==> src/pkg/lock_map_pkg.sv <==
// Constants for the block-to-lock-bit map and its parameter table sections
package lock_map_pkg;

    // ------------------------------------------------------------
    // Density exponent limits
    // ------------------------------------------------------------
    localparam int M_MIN     = 4;
    localparam int M_MAX     = 8;
    localparam int M_DEFAULT = 7;

    // ------------------------------------------------------------
    // Block geometry (address bit shifts)
    // ------------------------------------------------------------
    localparam int SHIFT_8K  = 13;
    localparam int SHIFT_32K = 15;
    localparam int SHIFT_64K = 16;

    // ------------------------------------------------------------
    // Sector type codes
    // ------------------------------------------------------------
    localparam logic [7:0] TYPE_8K  = 8'h02;
    localparam logic [7:0] TYPE_32K = 8'h03;
    localparam logic [7:0] TYPE_64K = 8'h04;

    // ------------------------------------------------------------
    // Sector count exponents (count = 2**n)
    // ------------------------------------------------------------
    localparam logic [7:0] CNT_EXP_8K  = 8'h02;
    localparam logic [7:0] CNT_EXP_32K = 8'h00;

    // ------------------------------------------------------------
    // Signed lock-bit adders
    // ------------------------------------------------------------
    localparam logic [7:0] ADD_ZERO     = 8'h00;
    localparam logic [7:0] ADD_B8_FIRST = 8'hFF;
    localparam logic [7:0] ADD_B8_LAST  = 8'h06;
    localparam logic [7:0] ADD_B32      = 8'hFD;
    localparam logic [7:0] ADD_64_LAST  = 8'hFC;
    localparam logic [7:0] ADD_T32      = 8'hFE;
    localparam logic [7:0] ADD_T8_FIRST = 8'h07;
    localparam logic [7:0] ADD_T8_LAST  = 8'h0E;

    // ------------------------------------------------------------
    // Section numbers and field order inside a section
    // ------------------------------------------------------------
    localparam logic [2:0] SEC_B8  = 3'h1;
    localparam logic [2:0] SEC_B32 = 3'h2;
    localparam logic [2:0] SEC_64  = 3'h3;
    localparam logic [2:0] SEC_T32 = 3'h4;
    localparam logic [2:0] SEC_T8  = 3'h5;

    localparam logic [1:0] FLD_TYPE  = 2'h0;
    localparam logic [1:0] FLD_COUNT = 2'h1;
    localparam logic [1:0] FLD_FIRST = 2'h2;
    localparam logic [1:0] FLD_LAST  = 2'h3;

    localparam logic [7:0] BYTE_NONE = 8'h00;

endpackage : lock_map_pkg

==> src/logic/sector_lock_bit_map.sv <==
// Address-to-lock-bit mapping and section table content of the flash array
`timescale 1ns/100ps
// Functional notes
// - Bottom up: four 8K, one 32K, 64K run, one 32K, four 8K blocks.
// - Sector type 2 for 8K, 3 for 32K, 4 for 64K blocks.
// - Number of 64K blocks is two to the m, minus two.
// - m is 4,5,6,7,8 for 8,16,32,64,128 Mbit densities.
// - 8K and 32K section counts are two to the count exponent.
// - Nonzero first/last byte is signed adder; bit is 2**m + 1 + c.
// - Adder byte top bit is the sign; set means negative.
// - Last field names the bit guarding the section's last block.
// - 64K section first bit is 0 (byte zero); last adder is minus four.
// - Bottom 32K block uses one bit, adder minus three both fields.
// - Top 32K block uses one bit, adder minus two both fields.
// - Bottom 8K first adder minus one; last adder taken as six.
// - Top 8K first adder plus seven, last adder plus fourteen.
// - In 8K sections odd bits lock reads, even bits lock writes.
// - Bits step by one from first to last, one per lock bit.
// - Section entry is type, count, first bit, last bit in order.

module sector_lock_bit_map
    import lock_map_pkg::*;
#(
    parameter int DENSITY_EXP = M_DEFAULT,
    parameter int AW          = DENSITY_EXP + SHIFT_64K,
    parameter int NLB         = (2 ** DENSITY_EXP) + 16,
    parameter int LW          = DENSITY_EXP + 1
) (
    input  wire logic           mclk_i,
    input  wire logic           resetn_i,
    input  wire logic           check_i,
    input  wire logic [AW-1:0]  addr_i,
    input  wire logic [NLB-1:0] lock_bits_i,
    input  wire logic [2:0]     tbl_section_i,
    input  wire logic [1:0]     tbl_field_i,
    output logic                check_done_o,
    output logic [LW-1:0]       lock_index_o,
    output logic [7:0]          block_type_o,
    output logic                write_locked_o,
    output logic                read_locked_o,
    output logic [7:0]          tbl_byte_o
);

    // ------------------------------------------------------------
    // Parameter checks
    // ------------------------------------------------------------
    if (DENSITY_EXP < M_MIN || DENSITY_EXP > M_MAX) begin : g_bad_m
        $error("density exponent out of range");
    end
    if (AW != DENSITY_EXP + SHIFT_64K || NLB != (2 ** DENSITY_EXP) + 16
        || LW != DENSITY_EXP + 1) begin : g_bad_w
        $error("derived widths must not be overridden");
    end

    // ------------------------------------------------------------
    // Adder decoding
    // ------------------------------------------------------------
    // Sixteen-bit signed sum: a negative adder never wraps the index
    function automatic logic [LW-1:0] bit_from_adder(input logic [7:0] c);
        logic signed [15:0] s;
        s = 16'((2 ** DENSITY_EXP) + 1) + {{8{c[7]}}, c};
        if (c == ADD_ZERO) begin
            return '0;
        end
        return s[LW-1:0];
    endfunction : bit_from_adder

    localparam logic [LW-1:0] B8_FIRST  = bit_from_adder(ADD_B8_FIRST);
    localparam logic [LW-1:0] B8_LAST   = bit_from_adder(ADD_B8_LAST);
    localparam logic [LW-1:0] B32_BIT   = bit_from_adder(ADD_B32);
    localparam logic [LW-1:0] L64_LAST  = bit_from_adder(ADD_64_LAST);
    localparam logic [LW-1:0] T32_BIT   = bit_from_adder(ADD_T32);
    localparam logic [LW-1:0] T8_FIRST  = bit_from_adder(ADD_T8_FIRST);
    localparam logic [LW-1:0] T8_LAST   = bit_from_adder(ADD_T8_LAST);
    localparam logic [7:0]    CNT_64K   = 8'((2 ** DENSITY_EXP) - 2);
    localparam int            RW        = AW - SHIFT_32K;
    localparam logic [RW-1:0] REG_B8    = '0;
    localparam logic [RW-1:0] REG_B32   = RW'(1);
    localparam logic [RW-1:0] REG_T8    = '1;
    localparam logic [RW-1:0] REG_T32   = REG_T8 - RW'(1);

    // ------------------------------------------------------------
    // Address decode
    // ------------------------------------------------------------
    logic [RW-1:0] region;
    logic [1:0]    sub8;
    logic [LW-1:0] idx_d;
    logic [7:0]    type_d;
    logic          is8_d;

    assign region = addr_i[AW-1:SHIFT_32K];
    assign sub8   = addr_i[SHIFT_32K-1:SHIFT_8K];

    // Bits below the block shift are ignored, so 4K sectors share a bit
    always_comb begin
        type_d = TYPE_64K;
        is8_d  = 1'b0;
        idx_d  = LW'(addr_i[AW-1:SHIFT_64K]) - LW'(1);
        if (region == REG_B8) begin
            type_d = TYPE_8K;
            is8_d  = 1'b1;
            idx_d  = B8_FIRST + LW'({sub8, 1'b0});
        end else if (region == REG_B32) begin
            type_d = TYPE_32K;
            idx_d  = B32_BIT;
        end else if (region == REG_T8) begin
            type_d = TYPE_8K;
            is8_d  = 1'b1;
            idx_d  = T8_FIRST + LW'({sub8, 1'b0});
        end else if (region == REG_T32) begin
            type_d = TYPE_32K;
            idx_d  = T32_BIT;
        end
    end

    // ------------------------------------------------------------
    // Lock lookup result
    // ------------------------------------------------------------
    always_ff @(posedge mclk_i or negedge resetn_i) begin
        if (!resetn_i) begin
            check_done_o <= 1'b0;
        end else begin
            check_done_o <= check_i;
        end
    end

    always_ff @(posedge mclk_i or negedge resetn_i) begin
        if (!resetn_i) begin
            lock_index_o   <= '0;
            block_type_o   <= BYTE_NONE;
            write_locked_o <= 1'b0;
            read_locked_o  <= 1'b0;
        end else if (check_i) begin
            lock_index_o   <= idx_d;
            block_type_o   <= type_d;
            write_locked_o <= lock_bits_i[idx_d];
            // Only parameter blocks carry a read lock, in the odd bit above
            read_locked_o  <= is8_d & lock_bits_i[idx_d+LW'(1)];
        end
    end

    // ------------------------------------------------------------
    // Section table bytes
    // ------------------------------------------------------------
    logic [7:0] tbl_d;

    always_comb begin
        tbl_d = BYTE_NONE;
        unique case (tbl_section_i)
            SEC_B8, SEC_T8: begin
                unique case (tbl_field_i)
                    FLD_TYPE:  tbl_d = TYPE_8K;
                    FLD_COUNT: tbl_d = CNT_EXP_8K;
                    FLD_FIRST: tbl_d = (tbl_section_i == SEC_B8) ? ADD_B8_FIRST
                                                                 : ADD_T8_FIRST;
                    FLD_LAST:  tbl_d = (tbl_section_i == SEC_B8) ? ADD_B8_LAST
                                                                 : ADD_T8_LAST;
                endcase
            end
            SEC_B32, SEC_T32: begin
                unique case (tbl_field_i)
                    FLD_TYPE:  tbl_d = TYPE_32K;
                    FLD_COUNT: tbl_d = CNT_EXP_32K;
                    FLD_FIRST,
                    FLD_LAST:  tbl_d = (tbl_section_i == SEC_B32) ? ADD_B32
                                                                  : ADD_T32;
                endcase
            end
            SEC_64: begin
                unique case (tbl_field_i)
                    FLD_TYPE:  tbl_d = TYPE_64K;
                    FLD_COUNT: tbl_d = CNT_64K;
                    FLD_FIRST: tbl_d = ADD_ZERO;
                    FLD_LAST:  tbl_d = ADD_64_LAST;
                endcase
            end
            default: tbl_d = BYTE_NONE;
        endcase
    end

    always_ff @(posedge mclk_i or negedge resetn_i) begin
        if (!resetn_i) begin
            tbl_byte_o <= BYTE_NONE;
        end else begin
            tbl_byte_o <= tbl_d;
        end
    end
endmodule : sector_lock_bit_map

==> config.mk <==
export PLATFORM = sky130hd
export DESIGN_NAME = sector_lock_bit_map
export DESIGN_NICKNAME = d
export VERILOG_FILES = /design/src/pkg/lock_map_pkg.sv /design/src/logic/sector_lock_bit_map.sv
export SDC_FILE = /design/constraint.sdc
export NUM_CORES = 1
export LEC_CHECK = 0
export BUFFER_PORTS_ARGS = -buffer_cell sky130_fd_sc_hd__buf_2
export CAP_MARGIN = 20
export CELL_PAD_IN_SITES_DETAIL_PLACEMENT = 1
export CELL_PAD_IN_SITES_GLOBAL_PLACEMENT = 1
export CORE_MARGIN = 2
export CORE_UTILIZATION = 28
export DETAILED_ROUTE_END_ITERATION = 8
export GPL_TIMING_DRIVEN = 0
export PLACE_DENSITY_LB_ADDON = 0.3
export SYNTH_ARGS = -nofsm -noshare
export SYNTH_HDL_FRONTEND = slang
export SYNTH_SLANG_ARGS = --single-unit
export TNS_END_PERCENT = 30
==> constraint.sdc <==
create_clock -name mclk_i -period 1 [get_ports mclk_i]
set_input_delay 0.3 -clock mclk_i [delete_from_list [all_inputs] [get_ports mclk_i]]
set_output_delay 0.3 -clock mclk_i [all_outputs]
set_load 0.01 [all_outputs]
Word level (Yosys, flattened, before mapping)
Cells that the tools add are included.
{"block": "classes", "add_sub_neg": 4, "magnitude_cmp": 2, "eq_ne": 11, "n_mux": 22, "bitwise": 1, "reduce_logical": 6}
{"op": "case mux 8 bit (3 select lines)", "n": 3}
{"op": "two-way mux 8 bit", "n": 6}
{"op": "case mux 8 bit (4 select lines)", "n": 1}
{"op": "< comparator 8 x 9 -> 1 bit, second input constant", "n": 2}
{"op": "adder 8 x 3 -> 8 bit, first input constant", "n": 2}
{"op": "binary-select mux 1 bit (select 8 bit)", "n": 2}
{"op": "equality test 8 bit, second input constant", "n": 2}
{"op": "two-way mux 3 bit", "n": 3}
{"op": "adder 8 x 1 -> 8 bit, second input constant", "n": 1}
{"op": "equality test 8 x 1 -> 1 bit, second input constant", "n": 1}
{"op": "zero test 8 bit", "n": 1}
{"op": "OR reduction 2 bit", "n": 4}
{"op": "subtractor 7 x 1 -> 8 bit, second input constant", "n": 1}
{"op": "equality test 3 x 2 -> 1 bit, second input constant", "n": 2}
{"op": "equality test 3 bit, second input constant", "n": 2}
{"op": "two-way mux 1 bit", "n": 5}
{"op": "equality test 2 bit, second input constant", "n": 2}
{"op": "two-way mux 4 bit", "n": 1}
{"op": "equality test 3 x 1 -> 1 bit, second input constant", "n": 1}
{"op": "equality test 2 x 1 -> 1 bit, second input constant", "n": 1}
{"op": "zero test 2 bit", "n": 1}
{"op": "two-way mux 2 bit", "n": 1}
{"op": "bitwise AND 1 bit", "n": 1}
{"block": "word_totals", "register_bits": 27, "out_inout_bits": 27, "word_cells": 52}

Logic depth before layout (Yosys ltp)
{"block": "depth", "word_depth": 9, "mapped_depth": 12, "mapped_depth_nobuf": 11}

Worst setup path after synthesis
Ideal clock, no wire load.
{"block": "synth_timing", "kind": "in2reg", "start": "input port addr_i[19]", "end": "register write_locked_o", "setup_time_ns": 0.138, "arrival_time_ns": 2.546, "required_time_ns": 0.862, "setup_slack_ns": -1.684, "stages": 10, "path_buffers": 2, "path_cell_list": "or4_4 > o2bb2a_4 > nand2_4 > buf_6 > buf_6 > mux4_2 > a22oi_1 > a21oi_1 > o31ai_2 > o211ai_1"}
{"block": "synth_between", "elab_chain_len": 7, "elab_cells_between_ends": 11, "cone_classes": "add/sub: 1; eq/ne: 3; mux: 6; reduce/logical: 1"}
{"element": "start: declaration", "line_no": "sector_lock_bit_map.sv:32", "text": "input wire logic [AW-1:0] addr_i,"}
{"element": "subtractor 7 x 1 -> 8 bit / equality test 8 bit (equally long branches)", "line_no": "sector_lock_bit_map.sv:98, sector_lock_bit_map.sv:110"}
{"element": "two-way mux 8 bit", "line_no": "sector_lock_bit_map.sv:110", "text": "end else if (region == REG_T32) begin"}
{"element": "two-way mux 8 bit", "line_no": "sector_lock_bit_map.sv:106", "text": "end else if (region == REG_T8) begin"}
{"element": "two-way mux 8 bit", "line_no": "sector_lock_bit_map.sv:103", "text": "end else if (region == REG_B32) begin"}
{"element": "two-way mux 8 bit (*)", "line_no": "sector_lock_bit_map.sv:99", "text": "if (region == REG_B8) begin"}
{"element": "binary-select mux 1 bit (select 8 bit) (*)", "line_no": "sector_lock_bit_map.sv:136", "text": "write_locked_o <= lock_bits_i[idx_d];"}
{"element": "two-way mux 1 bit (implied by the code) (*)", "line_no": "sector_lock_bit_map.sv:136"}
{"element": "end signal: assignment", "line_no": "sector_lock_bit_map.sv:136"}
{"element": "end: declaration", "line_no": "sector_lock_bit_map.sv:39", "text": "output logic write_locked_o,"}
Every way passes the cells marked *; elsewhere a longest branch is shown, timed or not. The select of a mux whose other input is x is not followed.
A chain may end at the register's enable or synchronous reset.

Worst setup path in the final report
{"block": "layout_timing", "start": "input port addr_i[22]", "end": "register write_locked_o"}
The elaborated chain is that of the path after synthesis.

==> results by group <==
Run status
  • Outcome: finished with violations
  • Failing checks: hold timing, setup timing

Synthesis
  • Main combinational cell family by area after synthesis: simple AND/OR/NAND/NOR gates
  • Compound-Gate Fraction of Synth Area: between 20% and 30%
  • Most used DFF post-synth: dfrtp_1
  • Cell variety after synth: 69
  • EDFF count, synth: 0
  • Synth area leader: dfrtp_1
  • Most frequent cell after synthesis: nand2_1
  • Synth top area cells: dfrtp_1 (18%), mux4_2 (11%), nand2_1 (9.4%)
  • Multiplexer area fraction after synthesis: between 10% and 20%
  • Synthesis warning total: 0
  • Commonest cells post-synth: nand2_1 (70), nor2_1 (22), dfrtp_1 (20), a21oi_1 (15), mux4_2 (14)
  • Sequential area share after synthesis: approximately 18%
  • Netlist Area Pre-Place: roughly 2800 µm²
  • Post-synthesis xor/xnor area fraction: less than 1%
  • Synthesized flop and latch total: 20
  • Mapped Cells: 344
  • Simple-gate area share of the yosys netlist: about 28%
  • Adder-cell share of the synthesized area: 0.448%
  • Synth Area per Inst: a little over 8 µm²
  • Synth async-reset ratio: between 90% and 100%
  • Yosys top cell area share: 17.9%

Timing
  • Peak Freq: roughly 360 MHz
  • Clock skew: 0 ps
  • Max transition margin: approximately 54%
  • Final setup fails: 35
  • Post-route setup slack: -1770 ps
  • Hold WS: -12.1 ps
  • Unrepaired setup endpoints after global routing: yes
  • Worst-margin pin slew: ~690 ps
  • Period minus WS final: 2770 ps
  • Fin crit share: 277%
  • Final hold viol count: 20
  • Slew Limit Fails: 0

Run
  • Max cap viols: 0

Clock tree
  • Clk root buf: clkbuf_8
  • CTS H-tree lvls: 1
  • Clock Latency Late Sink: around 250 ps
  • Clk sinks: 20
  • CTS tree: done
  • TritonCTS Buffers: 3
  • CTS Buffer Depth: 2
  • Clk slew on worst S/H paths: about 70 ps
  • Hold buffer count at CTS: 0

Placed design
  • Routability Congestion: 0.902
  • Pre-CTS setup slack: -2290 ps
  • Port bufs: 180
  • Dpl hpwl: 10500 µm

Detailed routing
  • DR WL/cell: just over 20 µm
  • DR pass1 iterations: 4
  • DRT iter0 DRCs: about 130
  • DR DRC count: 0
  • Vias: ~3800
  • ANT nets after route: 0
  • Routed WL: ~14000 µm
  • Avg Vias per Cell: 5.32

Critical path
  • CP Max Fanout: 6
  • Startpoint types: primary input
  • Critical Path Start: addr_i[22]
  • FF-to-FF path depth: 3
  • R2R Path End: write_locked_o$_DFFE_PN0P_
  • CP Class: primary input to flip-flop
  • R2r setup slk: ~110 ps
  • CP endpoint kind: flip-flop
  • R2r startpoint: write_locked_o$_DFFE_PN0P_
  • Data required time of the worst path: roughly 1100 ps
  • Worst path arrival time: 2880 ps

Global route
  • Largest net degree at the start of global routing: 21
  • GRT overflow: 0
  • Total GRT Usage: 24.1%
  • Initial antenna violation count: 1
  • Vias in the first global route: between 4000 and 5000
  • First-pass GRT wire length: roughly 21000 µm

Layout
  • Fill cell count: between 1000 and 1500
  • Area delta synth->final: 68.4%
  • Layout cells sized above 1: between 50% and 60%
  • # nets final: 750

Power and ir drop
  • Leakage: 2.27 nW
  • Final Power: between 3 and 4 mW
  • Pwr Density: 815 nW/µm²
  • Max VDD drop: approximately 0.57 mV

Floorplan
  • Die Width: around 100 µm
  • Die H: 104 µm
  • Core box area: 9730 µm²
  • # IOs: a little over 200
  • Initial Util: between 20 and 30%
  • Die Footprint: 10800 µm²
  • Num rows: 36

Worst hold path
  • Min-delay worst type: primary input to async pin
[cells by family (layout without fill, tap and decap cells)]
group | Yosys count | count (layout)
multiplexers | 31 | 31
AND/OR/NAND/NOR | 155 | 155
XOR/XNOR | 3 | 3
buffers and inverters | 43 | 267
flip-flops | 20 | 20
AO/OA/AOI/OAI | 90 | 90
other | 1 | 6
adder cells (fa/ha/maj) | 1 | 1
[critical path, stage by stage]
cell	delay, ps
buf_8	90
or4_4	570
o22a_4	280
and2_4	190
nor2_8	180
buf_4	140
mux2_2	350
o2111ai_1	240
a31oi_1	150
o311ai_2	230
o211ai_1	150
[metrics by stage]
step | TNS [ps] | utilization [%] | area, µm² | hold WS (ps) | instances
2_1_floorplan | -12170 | - | 2840 | 4.41 | 348
4_1_cts | -12160 | 45.2 | 4400 | 10.8 | 688
5_1_grt | -14330 | 48.3 | 4700 | 24.2 | 706
3_5_place_dp | -18090 | 40.1 | 3900 | 277 | 661
3_3_place_gp | -17430 | 40.1 | 3900 | 266 | 661
6_report | -13090 | 48.3 | 4700 | -12.1 | 706
[how the worst max path moves through the flow]
stage / end / slack, ps
finish: write_locked_o$_DFFE_PN0P_ / -1770
global route: write_locked_o$_DFFE_PN0P_ / -1830
CTS: write_locked_o$_DFFE_PN0P_ / -1700
detailed placement: write_locked_o$_DFFE_PN0P_ / -2290
global placement: write_locked_o$_DFFE_PN0P_ / -2250
floorplan: write_locked_o$_DFFE_PN0P_ / -1640
[cell usage in the layout (no fill, tap or decap), types with 6 or more instances in the layout]
cell      netlist  routed
a211oi_1        8       7
a21oi_1        15      11
a31oi_1         6       6
buf_12          0       7
buf_2           4     179
buf_4          12      36
buf_6           5      17
buf_8           1       6
dfrtp_1        20      20
inv_1           9       9
mux2i_1         8       7
mux4_2         14      16
nand2_1        70      68
nand3_1        12      12
nand4_1        13      13
nor2_1         22      20
[where the power goes]
group	switching, mW	leakage [nW]	total [mW]	internal, mW
Clock	0.233	0.0216	0.500	0.267
Combinational	1.15	2.00	2.41	1.26
Sequential	0.0402	0.243	0.923	0.882
Total	1.42	2.27	3.83	2.41
[layout make-up]
type / instances / area, µm² / area share, %
multi-input combinational: 285 / 2220 / 47.2
timing repair buffer: 223 / 1380 / 29.3
sequential: 20 / 500 / 10.6
buffer: 32 / 359 / 7.64
tap: 133 / 166 / 3.54
clock buffer: 3 / 41.3 / 0.878
inverter: 9 / 33.8 / 0.718
antenna: 1 / 2.50 / 0.0532
[flip-flops by register name, indices dropped and copies added, names as in the netlist]
name	flops
block_type_o	3
check_done_o	1
lock_index_o	8
read_locked_o	1
tbl_byte_o	6
write_locked_o	1
[routing by layer]
| layer | track usage, % | vias to the layer above | routed length, µm |
|---|---|---|---|
| met5 | 0 | - | 0 |
| li1 | - | 1749 | - |
| met3 | 4.41 | 34 | 944 |
| met4 | 6.47 | 0 | 391 |
| met1 | 28.0 | 1799 | 5440 |
| met2 | 45.1 | 176 | 7430 |
[repair_timing]
action                                  CTS  global route
gates resized for setup                  57            46
gates cloned                              3             1
endpoints found under the setup margin   38            39
pin swaps                                16            15
hold endpoints to repair                  0             0
setup buffers                            23            17
Power figures use the tool's default switching activity.
